$ cat config.mk
export PLATFORM = sky130hd
export DESIGN_NAME = fsb_burst
export DESIGN_NICKNAME = d
export VERILOG_FILES = /design/src/fsb_pkg.sv /design/src/fsb_fifo_if.sv /design/src/fsb_fifo.sv /design/src/fsb_burst.sv
export SDC_FILE = /design/constraint.sdc
export NUM_CORES = 1
export LEC_CHECK = 0
export ABC_AREA = 1
export BUFFER_PORTS_ARGS = -buffer_cell sky130_fd_sc_hd__buf_4
export CAP_MARGIN = 20
export CELL_PAD_IN_SITES_DETAIL_PLACEMENT = 0
export CELL_PAD_IN_SITES_GLOBAL_PLACEMENT = 1
export CORE_AREA = 2 2 145 289
export DETAILED_ROUTE_END_ITERATION = 16
export DIE_AREA = 0 0 147 291
export GPL_TIMING_DRIVEN = 0
export PLACE_DENSITY_LB_ADDON = 0.1
export SLEW_MARGIN = 5
export SYNTH_ARGS = -nofsm -noshare
export SYNTH_HDL_FRONTEND = slang
export SYNTH_SLANG_ARGS = --single-unit
$ cat constraint.sdc
create_clock -name i_mclk -period 6 [get_ports i_mclk]
set_clock_uncertainty 0.15 [all_clocks]
set_input_delay 1.8 -clock i_mclk [delete_from_list [all_inputs] [get_ports i_mclk]]
set_output_delay 1.8 -clock i_mclk [all_outputs]
set_load 0.05 [all_outputs]
$ cat src/fsb_pkg.sv
// Constants, types and shared helpers of the synchronous burst read engine.
// Assumes one 200 MHz system clock; the burst clock is a sampled input pin.
package fsb_pkg;
    localparam int          ADDR_W       = 24;
    localparam int          DATA_W       = 16;
    localparam int          FIFO_DEPTH   = 8;
    localparam logic [2:0]  WS_EDGE5     = 3'h3;
    localparam logic [2:0]  WS_EDGE7     = 3'h5;
    localparam logic [2:0]  WS_BIAS      = 3'h2;
    localparam logic [2:0]  WS_FALLBACK  = 3'h7;
    localparam logic [2:0]  LEN_CONT     = 3'h0;
    localparam logic [2:0]  LEN_8        = 3'h2;
    localparam logic [2:0]  LEN_16       = 3'h3;
    localparam logic [2:0]  LEN_32       = 3'h4;
    localparam logic [5:0]  WORDS_8      = 6'h08;
    localparam logic [5:0]  WORDS_16     = 6'h10;
    localparam logic [5:0]  WORDS_32     = 6'h20;
    localparam logic [23:0] MASK_8       = 24'h000007;
    localparam logic [23:0] MASK_16      = 24'h00000F;
    localparam logic [23:0] MASK_32      = 24'h00001F;
    localparam logic [6:0]  LINE_START   = 7'h00;
    localparam logic        RST_SYNC     = 1'b0;
    localparam logic        RST_BOUNDARY = 1'b1;
    localparam logic [2:0]  RST_WAIT     = 3'h5;
    localparam logic [2:0]  RST_LEN      = 3'h0;
    localparam logic        RST_WRAP     = 1'b1;

    typedef enum logic [2:0] {ST_IDLE, ST_LAT, ST_STREAM, ST_STATUS, ST_DONE} fsb_state_e;

    // Group mask of a linear length; zero for continuous and reserved codes.
    function automatic logic [23:0] fsb_mask(input logic [2:0] len);
        fsb_mask = (len == LEN_8) ? MASK_8 : (len == LEN_16) ? MASK_16 : (len == LEN_32) ? MASK_32 : 24'h000000;
    endfunction

    // Next burst address: wraps inside the group in wrap mode, else counts up and rolls over at the top.
    function automatic logic [23:0] fsb_next(input logic [23:0] a, input logic [2:0] len, input logic wrap);
        logic [23:0] inc;
        logic [23:0] m;
        inc = a + 24'h000001;
        m   = fsb_mask(len);
        fsb_next = wrap ? ((a & ~m) | (inc & m)) : inc;
    endfunction
endpackage

$ cat src/fsb_fifo_if.sv
// Valid/ready carrier between the burst engine and its word FIFO.
// Assumes both ends run on the same system clock.
`timescale 1ns/10ps
`default_nettype none
interface fsb_fifo_if #(parameter int W = 17);
    logic         in_valid;
    logic         in_ready;
    logic [W-1:0] in_data;
    logic         out_valid;
    logic         out_ready;
    logic [W-1:0] out_data;
    logic         flush;
    modport fifo_side (input in_valid, in_data, out_ready, flush, output in_ready, out_valid, out_data);
    modport user_side (output in_valid, in_data, out_ready, flush, input in_ready, out_valid, out_data);
endinterface
`default_nettype wire

$ cat src/fsb_fifo.sv
// Word FIFO of flip-flops between array prefetch and burst output.
// Assumes flush and traffic come on the system clock; flush wins over a push.
`timescale 1ns/10ps
`default_nettype none
module fsb_fifo #(
    parameter int W     = 17,
    parameter int DEPTH = 8
) (
    input  wire logic i_mclk,
    input  wire logic i_rst_b,
    fsb_fifo_if.fifo_side f
);
    localparam int             AW   = $clog2(DEPTH);
    localparam logic [AW:0]    FULL = (AW + 1)'(DEPTH);
    localparam logic [AW-1:0]  LAST = AW'(DEPTH - 1);

    logic [W-1:0]  mem [DEPTH];
    logic [AW-1:0] wr_q;
    logic [AW-1:0] rd_q;
    logic [AW:0]   cnt_q;
    wire           push = f.in_valid & f.in_ready;
    wire           pop  = f.out_valid & f.out_ready;

    // Full and empty come from the count, so the filling side really stalls.
    assign f.in_ready  = (cnt_q != FULL);
    assign f.out_valid = (cnt_q != '0);
    assign f.out_data  = mem[rd_q];

    // One storage word per entry, written when the write pointer selects it.
    for (genvar g = 0; g < DEPTH; g++) begin : g_word
        localparam logic [AW-1:0] IDX = AW'(g);
        always_ff @(posedge i_mclk) begin
            if (push && (wr_q == IDX)) begin
                mem[g] <= f.in_data;
            end
        end
    end

    // Pointers and count; a flush empties the queue at once.
    always_ff @(posedge i_mclk or negedge i_rst_b) begin
        if (!i_rst_b) begin
            wr_q  <= '0;
            rd_q  <= '0;
            cnt_q <= '0;
        end else if (f.flush) begin
            wr_q  <= '0;
            rd_q  <= '0;
            cnt_q <= '0;
        end else begin
            if (push) begin
                wr_q <= (wr_q == LAST) ? '0 : wr_q + 1'b1;
            end
            if (pop) begin
                rd_q <= (rd_q == LAST) ? '0 : rd_q + 1'b1;
            end
            cnt_q <= cnt_q + (AW + 1)'(push) - (AW + 1)'(pop);
        end
    end
endmodule
`default_nettype wire

$ cat src/fsb_burst.sv
// Synchronous burst read engine: latency, wait insertion, burst modes and termination.
// Assumes all pins are synchronous to i_mclk and the burst clock is far slower than it.
// The array answers combinationally for the address on o_array_addr in the same cycle.
`timescale 1ns/10ps
`default_nettype none
module fsb_burst (
    input  wire logic        i_mclk,
    input  wire logic        i_rst_b,
    input  wire logic        i_ce_b,
    input  wire logic        i_address_valid_strobe_n,
    input  wire logic [23:0] i_addr,
    input  wire logic        i_burst_clk,
    input  wire logic        i_cfg_load,
    input  wire logic        i_cfg_sync_en,
    input  wire logic        i_cfg_boundary_wait,
    input  wire logic [2:0]  i_initial_wait_field,
    input  wire logic [2:0]  i_burst_length_field,
    input  wire logic        i_wrap_enable_bit,
    input  wire logic [15:0] i_array_data,
    input  wire logic        i_bank_busy,
    input  wire logic [15:0] i_status_word,
    output logic      [15:0] o_dq,
    output logic             o_dq_oe_b,
    output logic             o_rdy,
    output logic      [23:0] o_array_addr,
    output logic             o_burst_active
);
    fsb_fifo_if #(.W(fsb_pkg::DATA_W + 1)) ff ();

    logic                bclk_q;
    logic                avd_q;
    logic [23:0]         hold_addr_q;
    logic                cfg_sync_q;
    logic                cfg_bnd_q;
    logic [2:0]          cfg_wait_q;
    logic [2:0]          cfg_len_q;
    logic                cfg_wrap_q;
    fsb_pkg::fsb_state_e st_q;
    fsb_pkg::fsb_state_e st_d;
    logic [2:0]          len_q;
    logic                wrap_q;
    logic [2:0]          lat_cnt_q;
    logic [2:0]          lat_sel_q;
    logic [2:0]          wait_cnt_q;
    logic [1:0]          align_q;
    logic [23:0]         out_addr_q;
    logic [5:0]          remain_q;
    logic [23:0]         pf_addr_q;
    logic [5:0]          pf_left_q;
    logic                pf_run_q;
    logic [15:0]         dq_q;
    logic                rdy_q;
    logic                oe_b_q;

    // Strobe and clock edges are found against the previous sample of each pin.
    wire        bedge     = i_burst_clk & ~bclk_q;
    wire        avd_rise  = i_address_valid_strobe_n & ~avd_q & ~i_ce_b;
    wire        start     = avd_rise & cfg_sync_q;
    wire [2:0]  lat_edges = (cfg_wait_q >= fsb_pkg::WS_EDGE5 && cfg_wait_q <= fsb_pkg::WS_EDGE7) ?
                            cfg_wait_q + fsb_pkg::WS_BIAS : fsb_pkg::WS_FALLBACK;
    wire        cfg_lin   = (cfg_len_q == fsb_pkg::LEN_8) | (cfg_len_q == fsb_pkg::LEN_16) |
                            (cfg_len_q == fsb_pkg::LEN_32);
    wire [5:0]  cfg_words = (cfg_len_q == fsb_pkg::LEN_8)  ? fsb_pkg::WORDS_8 :
                            (cfg_len_q == fsb_pkg::LEN_16) ? fsb_pkg::WORDS_16 :
                            (cfg_len_q == fsb_pkg::LEN_32) ? fsb_pkg::WORDS_32 : 6'h00;
    wire        linear    = (len_q == fsb_pkg::LEN_8) | (len_q == fsb_pkg::LEN_16) | (len_q == fsb_pkg::LEN_32);

    // Address stepping is shared by the prefetcher and the output stage.
    wire [23:0] out_next  = fsb_pkg::fsb_next(out_addr_q, len_q, wrap_q & linear);
    wire [23:0] pf_next   = fsb_pkg::fsb_next(pf_addr_q, len_q, wrap_q & linear);
    wire        lin_end   = linear & (remain_q == 6'h00);

    // A word is due on an edge once latency and inserted waits are spent.
    wire        lat_last  = (st_q == fsb_pkg::ST_LAT) & (lat_cnt_q == 3'h1);
    wire        str_due   = (st_q == fsb_pkg::ST_STREAM) & (wait_cnt_q == 3'h0) & ~lin_end;
    wire        word_edge = bedge & (lat_last | str_due) & ~start & ~i_ce_b;
    wire        pop       = word_edge & ff.out_valid;
    wire        busy_word = ff.out_data[fsb_pkg::DATA_W];
    wire        deliver   = pop & ~busy_word;
    wire        hit_stat  = pop & busy_word;

    // Waits owed before the word at the next address.
    wire        align_hit = (out_next[1:0] == 2'b00);
    wire        bnd_hit   = cfg_bnd_q & (out_next[6:0] == fsb_pkg::LINE_START) &
                            ~(linear & wrap_q);
    wire [2:0]  wait_add  = (align_hit ? {1'b0, align_q} : 3'h0) + {2'b00, bnd_hit};

    // Prefetch pushes one array word per system cycle while the FIFO has room.
    wire        pf_push   = pf_run_q & ~start & ff.in_ready;
    wire        pf_stop   = i_bank_busy | (linear & (pf_left_q == 6'h01));
    assign ff.in_valid  = pf_run_q & ~start;
    assign ff.in_data   = {i_bank_busy, i_bank_busy ? i_status_word : i_array_data};
    assign ff.out_ready = word_edge;
    assign ff.flush     = start | i_ce_b;

    fsb_fifo #(.W(fsb_pkg::DATA_W + 1), .DEPTH(fsb_pkg::FIFO_DEPTH)) u_fifo (
        .i_mclk  (i_mclk),
        .i_rst_b (i_rst_b),
        .f       (ff.fifo_side)
    );

    // Burst state: chip select and reset end everything, a new strobe restarts.
    always_comb begin
        st_d = st_q;
        case (st_q)
            fsb_pkg::ST_IDLE:   st_d = fsb_pkg::ST_IDLE;
            fsb_pkg::ST_LAT:    st_d = deliver ? fsb_pkg::ST_STREAM : (hit_stat ? fsb_pkg::ST_STATUS : st_q);
            fsb_pkg::ST_STREAM: begin
                if (hit_stat) begin
                    st_d = fsb_pkg::ST_STATUS;
                end else if (bedge && lin_end) begin
                    st_d = fsb_pkg::ST_DONE;
                end
            end
            fsb_pkg::ST_STATUS: st_d = fsb_pkg::ST_STATUS;
            fsb_pkg::ST_DONE:   st_d = fsb_pkg::ST_DONE;
            default:            st_d = fsb_pkg::ST_IDLE;
        endcase
        if (start) begin
            st_d = fsb_pkg::ST_LAT;
        end
        if (i_ce_b || !cfg_sync_q) begin
            st_d = fsb_pkg::ST_IDLE;
        end
    end

    // Pin samples and the address held while the strobe is low.
    always_ff @(posedge i_mclk or negedge i_rst_b) begin
        if (!i_rst_b) begin
            bclk_q      <= 1'b0;
            avd_q       <= 1'b1;
            hold_addr_q <= 24'h000000;
        end else begin
            bclk_q <= i_burst_clk;
            avd_q  <= i_address_valid_strobe_n;
            if (!i_address_valid_strobe_n) begin
                hold_addr_q <= i_addr;
            end
        end
    end

    // Configuration comes up asynchronous and with its defaults.
    always_ff @(posedge i_mclk or negedge i_rst_b) begin
        if (!i_rst_b) begin
            cfg_sync_q <= fsb_pkg::RST_SYNC;
            cfg_bnd_q  <= fsb_pkg::RST_BOUNDARY;
            cfg_wait_q <= fsb_pkg::RST_WAIT;
            cfg_len_q  <= fsb_pkg::RST_LEN;
            cfg_wrap_q <= fsb_pkg::RST_WRAP;
        end else if (i_cfg_load) begin
            cfg_sync_q <= i_cfg_sync_en;
            cfg_bnd_q  <= i_cfg_boundary_wait;
            cfg_wait_q <= i_initial_wait_field;
            cfg_len_q  <= i_burst_length_field;
            cfg_wrap_q <= i_wrap_enable_bit;
        end
    end

    // Output stage: counters load on a strobe rise and otherwise move only on active burst clock edges.
    always_ff @(posedge i_mclk or negedge i_rst_b) begin
        if (!i_rst_b) begin
            st_q       <= fsb_pkg::ST_IDLE;
            len_q      <= fsb_pkg::RST_LEN;
            wrap_q     <= fsb_pkg::RST_WRAP;
            lat_cnt_q  <= 3'h0;
            lat_sel_q  <= 3'h0;
            wait_cnt_q <= 3'h0;
            align_q    <= 2'b00;
            out_addr_q <= 24'h000000;
            remain_q   <= 6'h00;
        end else begin
            st_q <= st_d;
            if (start) begin
                len_q      <= cfg_len_q;
                wrap_q     <= cfg_wrap_q;
                lat_cnt_q  <= lat_edges;
                lat_sel_q  <= lat_edges;
                wait_cnt_q <= 3'h0;
                align_q    <= hold_addr_q[1:0];
                out_addr_q <= hold_addr_q;
                remain_q   <= cfg_words;
            end else if (bedge && st_q == fsb_pkg::ST_LAT && lat_cnt_q != 3'h1) begin
                lat_cnt_q <= lat_cnt_q - 3'h1;
            end else if (bedge && st_q == fsb_pkg::ST_STREAM && wait_cnt_q != 3'h0) begin
                wait_cnt_q <= wait_cnt_q - 3'h1;
            end else if (deliver) begin
                out_addr_q <= out_next;
                remain_q   <= linear ? remain_q - 6'h01 : remain_q;
                wait_cnt_q <= wait_add;
                align_q    <= align_hit ? 2'b00 : align_q;
            end
        end
    end

    // Prefetcher walks the same address sequence ahead of the output stage.
    always_ff @(posedge i_mclk or negedge i_rst_b) begin
        if (!i_rst_b) begin
            pf_addr_q <= 24'h000000;
            pf_left_q <= 6'h00;
            pf_run_q  <= 1'b0;
        end else if (i_ce_b) begin
            pf_run_q <= 1'b0;
        end else if (start) begin
            pf_addr_q <= hold_addr_q;
            pf_left_q <= cfg_words;
            pf_run_q  <= 1'b1;
        end else if (pf_push) begin
            pf_addr_q <= pf_next;
            pf_left_q <= pf_left_q - 6'h01;
            pf_run_q  <= ~pf_stop;
        end
    end

    // Data pins: ready rises only with a delivered word and falls on any other edge.
    always_ff @(posedge i_mclk or negedge i_rst_b) begin
        if (!i_rst_b) begin
            dq_q   <= 16'h0000;
            rdy_q  <= 1'b0;
            oe_b_q <= 1'b1;
        end else if (i_ce_b || !cfg_sync_q) begin
            rdy_q  <= 1'b0;
            oe_b_q <= 1'b1;
        end else if (start) begin
            rdy_q  <= 1'b0;
            oe_b_q <= 1'b0;
        end else if (pop) begin
            dq_q  <= ff.out_data[fsb_pkg::DATA_W-1:0];
            rdy_q <= deliver;
        end else if (bedge) begin
            rdy_q <= 1'b0;
        end
    end

    assign o_dq           = dq_q;
    assign o_rdy          = rdy_q;
    assign o_dq_oe_b      = oe_b_q;
    assign o_array_addr   = pf_addr_q;
    assign o_burst_active = (st_q != fsb_pkg::ST_IDLE);

    // Helper counters that only the checks below read.
    logic [2:0] lat_seen_q;
    logic [5:0] words_q;
    logic [23:0] base_q;
    always_ff @(posedge i_mclk or negedge i_rst_b) begin
        if (!i_rst_b) begin
            lat_seen_q <= 3'h0;
            words_q    <= 6'h00;
            base_q     <= 24'h000000;
        end else if (start) begin
            lat_seen_q <= 3'h0;
            words_q    <= 6'h00;
            base_q     <= hold_addr_q & ~fsb_pkg::fsb_mask(cfg_len_q);
        end else begin
            if (bedge && st_q == fsb_pkg::ST_LAT && lat_seen_q != 3'h7) begin
                lat_seen_q <= lat_seen_q + 3'h1;
            end
            if (deliver && words_q != 6'h3F) begin
                words_q <= words_q + 6'h01;
            end
        end
    end
endmodule
`default_nettype wire

Word-level counts from Yosys, hierarchy flattened
Memory sizes are Yosys's and may differ from the RTL's.
Cells that the tools add are included.
Widths: inputs -> output; s select.

word-level totals
  register bits after elaboration = 139
  RAM bits = 136
  input bits = 72
  output and inout bits = 43
  memories kept = 1

cells by class
  add/sub/neg operators = 12
  $lt $le $gt $ge = 2
  equal/unequal tests = 26
  multiplexer cells = 95
  bitwise logic cells = 41
  reduce and logical (&&, ||, !) cells = 49

memory list
  name        depth  width  rd ports  clocked after Yosys merged registers in  write ports  RTL line        text
  u_fifo.mem  8      17     1         0                                        1            fsb_fifo.sv:17  logic [W-1:0] mem [DEPTH];

operators by type and width
  kind                   number
  $mux 24                8
  $mux 17                7
  $reduce_or 17->1       7
  $mux 3                 26
  $and 24x24->24         3
  $mux 6                 10
  $add 24x1->24 const B  2
  $or 24x24->24          2
  $mux 1                 32
  $and 24x5->24          1
  $eq 3x2->1 const B     8
  $eq 3x3->1 const B     8
  $not 5->24             1
  $and 1x1->1            20
  $mux 16                1
  $reduce_bool 2->1      8
  $mux 5                 3
  $logic_and 1x1->1      14
  $mux 2                 6
  $pmux 3 s4             1
  $reduce_bool 3->1      4
  $sub 6x1->6 const B    2
  $ne 5x5->1 const B     2
  $eq 3x1->1 const B     3
  25 further kinds       46

Longest topological paths before layout
  depth after elaboration = 18
  mapped depth = 17
  depth with buffers taken out = 16

Cells and area by module
From an unflattened synthesis, not the netlist that was laid out.

unflattened totals
  cells, all modules = 1,414
  area, all modules = 12,767.2 µm²

modules (own cells, without submodules)
  module     times used  cells each  area each (µm²)  sequential area each (µm²)
  fsb_fifo   1           681         6,658.9          4,334.2
  fsb_burst  1           733         6,108.4          2,811.4

Worst setup path after synthesis
Ideal clock, no wire load.

  path type = in2reg
  start point = in i_address_valid_strobe_n
  end point = mem u_fifo.mem[0][0], enable pin
  arrival = 3.732 ns
  slack = 1.706 ns
  cell stages on the path = 8
  buffers on the path = 1
  cell sequence = buf_6 > inv_2 > nor2_4 > nand2_4 > inv_1 > nor2_1 > clkinv_1 > nor3_1

between the ends
  longest elaborated chain between the ends = 17

ends and longest elaborated chain
  item                                                            RTL line         text
  start: declaration                                              fsb_burst.sv:10  input wire logic i_address_valid_strobe_n,
  $and 1x1->1 * (2 in a row)                                      fsb_burst.sv:57  wire avd_rise = i_address_valid_strobe_n & ~avd_q & ~i_ce_b;
  $and 1x1->1 *                                                   fsb_burst.sv:58  wire start = avd_rise & cfg_sync_q;
  $not 1->1 (no source line) *                                    --
  $and 1x1->1 *                                                   fsb_burst.sv:91  assign ff.in_valid = pf_run_q & ~start;
  $and 1x1->1 *                                                   fsb_fifo.sv:21   wire push = f.in_valid & f.in_ready;
  $logic_and 1x1->1                                               fsb_fifo.sv:33   if (push && (wr_q == IDX)) begin
  $mux 1                                                          fsb_fifo.sv:33
  $mux 1 (implied by the code)                                    fsb_fifo.sv:34   mem[g] <= f.in_data;
  $reduce_or 17->1 (no source line)                               --
  $mux 3 (no source line) or $mux 1 (tied branches) (7 in a row)  --
  end: declaration                                                fsb_fifo.sv:17

Mark *: on every way between the ends. The rest lies on a longest branch, timed or not.

Worst setup path after layout
  start point = in i_address_valid_strobe_n
  end point = mem u_fifo.mem[5][12], enable pin

Same word-level chain as after synthesis.

==> key figures <==
Timing
  • Setup TNS Final: 0 ns
  • Fmax: 249 MHz
  • Unrepaired setup endpoints after global routing: no
  • Crit share post-route: 0.668
  • Count of final setup violators: 0
  • Slew Viols, Final: 0
  • Final-report hold violation count: 0
  • Setup WS post-layout: approximately 2.0 ns
  • Slew @ Worst Pin: just under 0.9 ns
  • Crit path time final: between 4 and 5 ns
  • Slew HR: 0.407

Finish
  • Final instance area: about 15,000 um2
  • Layout cells sized above 1: 0.177
  • Final Util: 0.361
  • Ant. Diodes: 0
  • Final nets: ~1,500
  • Area Growth Syn to Fin: 21.8%

Setup path
  • Worst Setup Start Kind: primary input
  • Crit path kind: in2reg
  • Max stage delay on crit path: approximately 0.78 ns
  • Reg2Reg Depth: 16
  • CP Max Fanout: 10
  • CP endpoint kind: register
  • Crit path top cell by count: buf_4
  • Critical path arrival: 4.12 ns
  • Critical Path Slowest Stage Cell: nor3_2
  • R2r setup slk: between 3 and 4 ns
  • Critical-path cell list: buf_4 > buf_6 > inv_2 > nor2_4 > nand2_4 > inv_1 > nor2_1 > clkinv_1 > nor3_2 > buf_4
  • Reg-to-Reg Start: remain_q[0]
  • R2r endpoint: u_fifo.cnt_q[2]
  • Data required, critical path: 6.11 ns

Floorplan
  • DIE HEIGHT: between 200 and 300 um
  • FP Rows: 105
  • DIE WIDTH: between 100 and 150 um
  • CORE AREA: between 40,000 and 50,000 um2
  • Ports: around 120
  • Starting Density: 0.296
  • Die ar.: 42,800 um2

Global routing
  • Grt ovf: 0
  • Number of global-route vias before repair: 9,561
  • Largest net degree at the start of global routing: 68
  • Met1 Use GR: 0.235
  • Met2 GRT Util: 0.284
  • Met3 Track Usage GR: 0.0232
  • All-Layer GR Usage: 0.171
  • First-pass GRT wire length: 56,500 um
  • Initial antenna violation count: 0
  • Grt peak-use layer: met2

Clock network
  • Resize count post-CTS: 0
  • Cts bufs inserted: 28
  • Post-CTS setup repair buffer count: 0
  • Clock Latency Late Sink: between 0.5 and 0.6 ns
  • Root Driver: clkbuf_16
  • Max Root-Sink Buffers: 3
  • CTS tree: done
  • Hold_buf cts: 0
  • Clock sink total: around 260
  • Clock slew at reported path FFs: roughly 0.060 ns
  • H-tree depth: 1

Route
  • First drt pass iteration count: 5
  • Post-Route WL: approximately 36,000 um
  • Drt drc: 0
  • Number of nets with antenna violations after routing: 0
  • Iter 0 DRT Violations: around 560
  • Routed vias: 9,207
  • Via/cell ratio: between 4 and 5
  • Wire per inst: roughly 19 um

Pwr
  • VDD IR max: 0.000225 V
  • P_leak: approximately 6.4 nW
  • Pwr per Cell Area: approximately 340 nW/um2

Placed design
  • # port buffers: between 100 and 150
  • HPWL after detailed placement: ~26,000 um
  • Post-DP Area: 13,800 um2
  • Post-placement setup slack: ~1.3 ns
  • RD Place Congestion: 0.819

Synthesis
  • Synth area leader: edfxtp_1
  • Post-synth net total: about 1,300
  • Synth top area cells: edfxtp_1 (34%), dfrtp_1 (24%), nand2_1 (8.6%), o21ai_0 (5.2%), nor2_1 (4.2%)
  • Sequential fraction of the synthesis area: 0.592
  • Synth top area share: 0.338
  • Syn Inst Count: around 1,200
  • Netlist cell types: between 40 and 50
  • Syn_area_per_cell: a little under 10 um2
  • Synth Cell Area: ~12,000 um2
  • Synth Warn #: 0
  • FF+latch count, synth: 258

Worst hold path
  • WHS Path Cells: 2
  • Worst hold path class: reg2reg
  • WHS Endpoint: o_dq_oe_b
  • Worst hold start: o_dq_oe_b

Job
  • Max_cap viols: 0

Outcome
  • Run status: finished, final reports clean
## worst max-delay path by stage
| stage | startpoint | endpoint | cells after the start |
|---|---|---|---|
| after global routing | i_address_valid_strobe_n | u_fifo.mem[5][11] | 10 |
| after global placement | i_address_valid_strobe_n | u_fifo.mem[0][11] | 9 |
| after floorplan | i_address_valid_strobe_n | u_fifo.mem[0][0] | 8 |
| after CTS | i_address_valid_strobe_n | u_fifo.mem[5][8] | 10 |
| final | i_address_valid_strobe_n | u_fifo.mem[5][12] | 10 |
| after detailed placement | i_address_valid_strobe_n | u_fifo.mem[5][11] | 10 |
## per-layer routing
metal  up-vias  routed length (um)
li1       4527                   -
met5         -                   0
met4         0                 780
met3        47                1330
met2       172               17300
met1      4461               16900
## synthesized netlist by cell type (all sizes together)
library cell and count:
nand2 284, nor2 143, edfxtp 136, o21ai 129, dfrtp 115, inv 108, nand3 69, a21oi 43
o22ai 36, ha 28, nor3 26, clkbuf 25, buf 23, mux2 17, nand4 15, xor2 12
dfstp 7, a31oi 4, nor4 3, o211ai 3, xnor2 3, a21o 2, a22oi 2, clkinv 2
nor3b 2, o31ai 2, a211oi 1, fa 1, mux2i 1, o32ai 1, or2 1
## through the flow
stage	total power [W]	cells	hold slack [ns]
finish	0.00495	1955	0.314
global route	0.00521	1955	0.344
CTS	0.00502	1955	0.322
detailed placement	0.00325	1904	0.312
global placement	0.00322	1892	0.308
floorplan	0.00288	1244	0.292
## state kept, by name (all words and copies together), names as in the netlist, 4 cells and up, named ones only
name	count
u_fifo.cnt_q	4
o_array_addr	20
o_dq	16
remain_q	6
out_addr_q	7
u_fifo.mem	136
hold_addr_q	24
pf_left_q	6
## critical path, delay by kind of cell
family	cells	cell delay [ns]
buffers and inverters	6	1.20
AND/OR/NAND/NOR	4	1.11
## cell type report
cell class | count | area (um2)
plain buffers | 48 | 246
clock buffers | 35 | 747
clock inverters | 16 | 169
fillers | 4232 | 26000
inverters | 110 | 420
multi-input cells | 828 | 4290
flip-flops and latches | 258 | 7150
well taps | 535 | 669
repair buffers | 125 | 1020
## power by group
part	switching (W)	internal, W
Clock	0.000737	0.00101
Sequential	0.000169	0.00205
Combinational	0.000643	0.000337
Total	0.00155	0.00340
## layout by cell type, fill, tap and decap left out, types with 5 or more instances in the layout
| master | n |
|---|---|
| nand4_1 | 15 |
| buf_4 | 120 |
| nor3_1 | 17 |
| nand2_1 | 275 |
| a21oi_1 | 43 |
| o22ai_1 | 36 |
| nand2_4 | 7 |
| ha_1 | 28 |
| clkinv_2 | 10 |
| o21ai_0 | 125 |
| nor2_1 | 134 |
| nor2_2 | 5 |
| edfxtp_1 | 136 |
| clkbuf_16 | 28 |
| buf_6 | 12 |
| clkbuf_1 | 30 |
| nor3_2 | 8 |
| xor2_1 | 12 |
| dfrtp_1 | 115 |
| nand3_1 | 68 |
| dfstp_2 | 7 |
| mux2_2 | 17 |
| inv_1 | 103 |
| buf_2 | 11 |
## logic make-up (layout without fill, tap and decap cells)
kind of cell | count (synthesis) | count (layout) | share of synthesized area
xor gates and xnor gates | 15 | 15 | 0.0109
buffers and inverters | 158 | 334 | 0.0553
muxes | 18 | 18 | 0.0167
adders and majority gates | 29 | 29 | 0.0307
and+or+nand+nor | 543 | 543 | 0.194
AOI/OAI and AO/OA | 223 | 223 | 0.100
DFF | 258 | 258 | 0.592
Note: power is estimated with default switching activity, not from simulation.
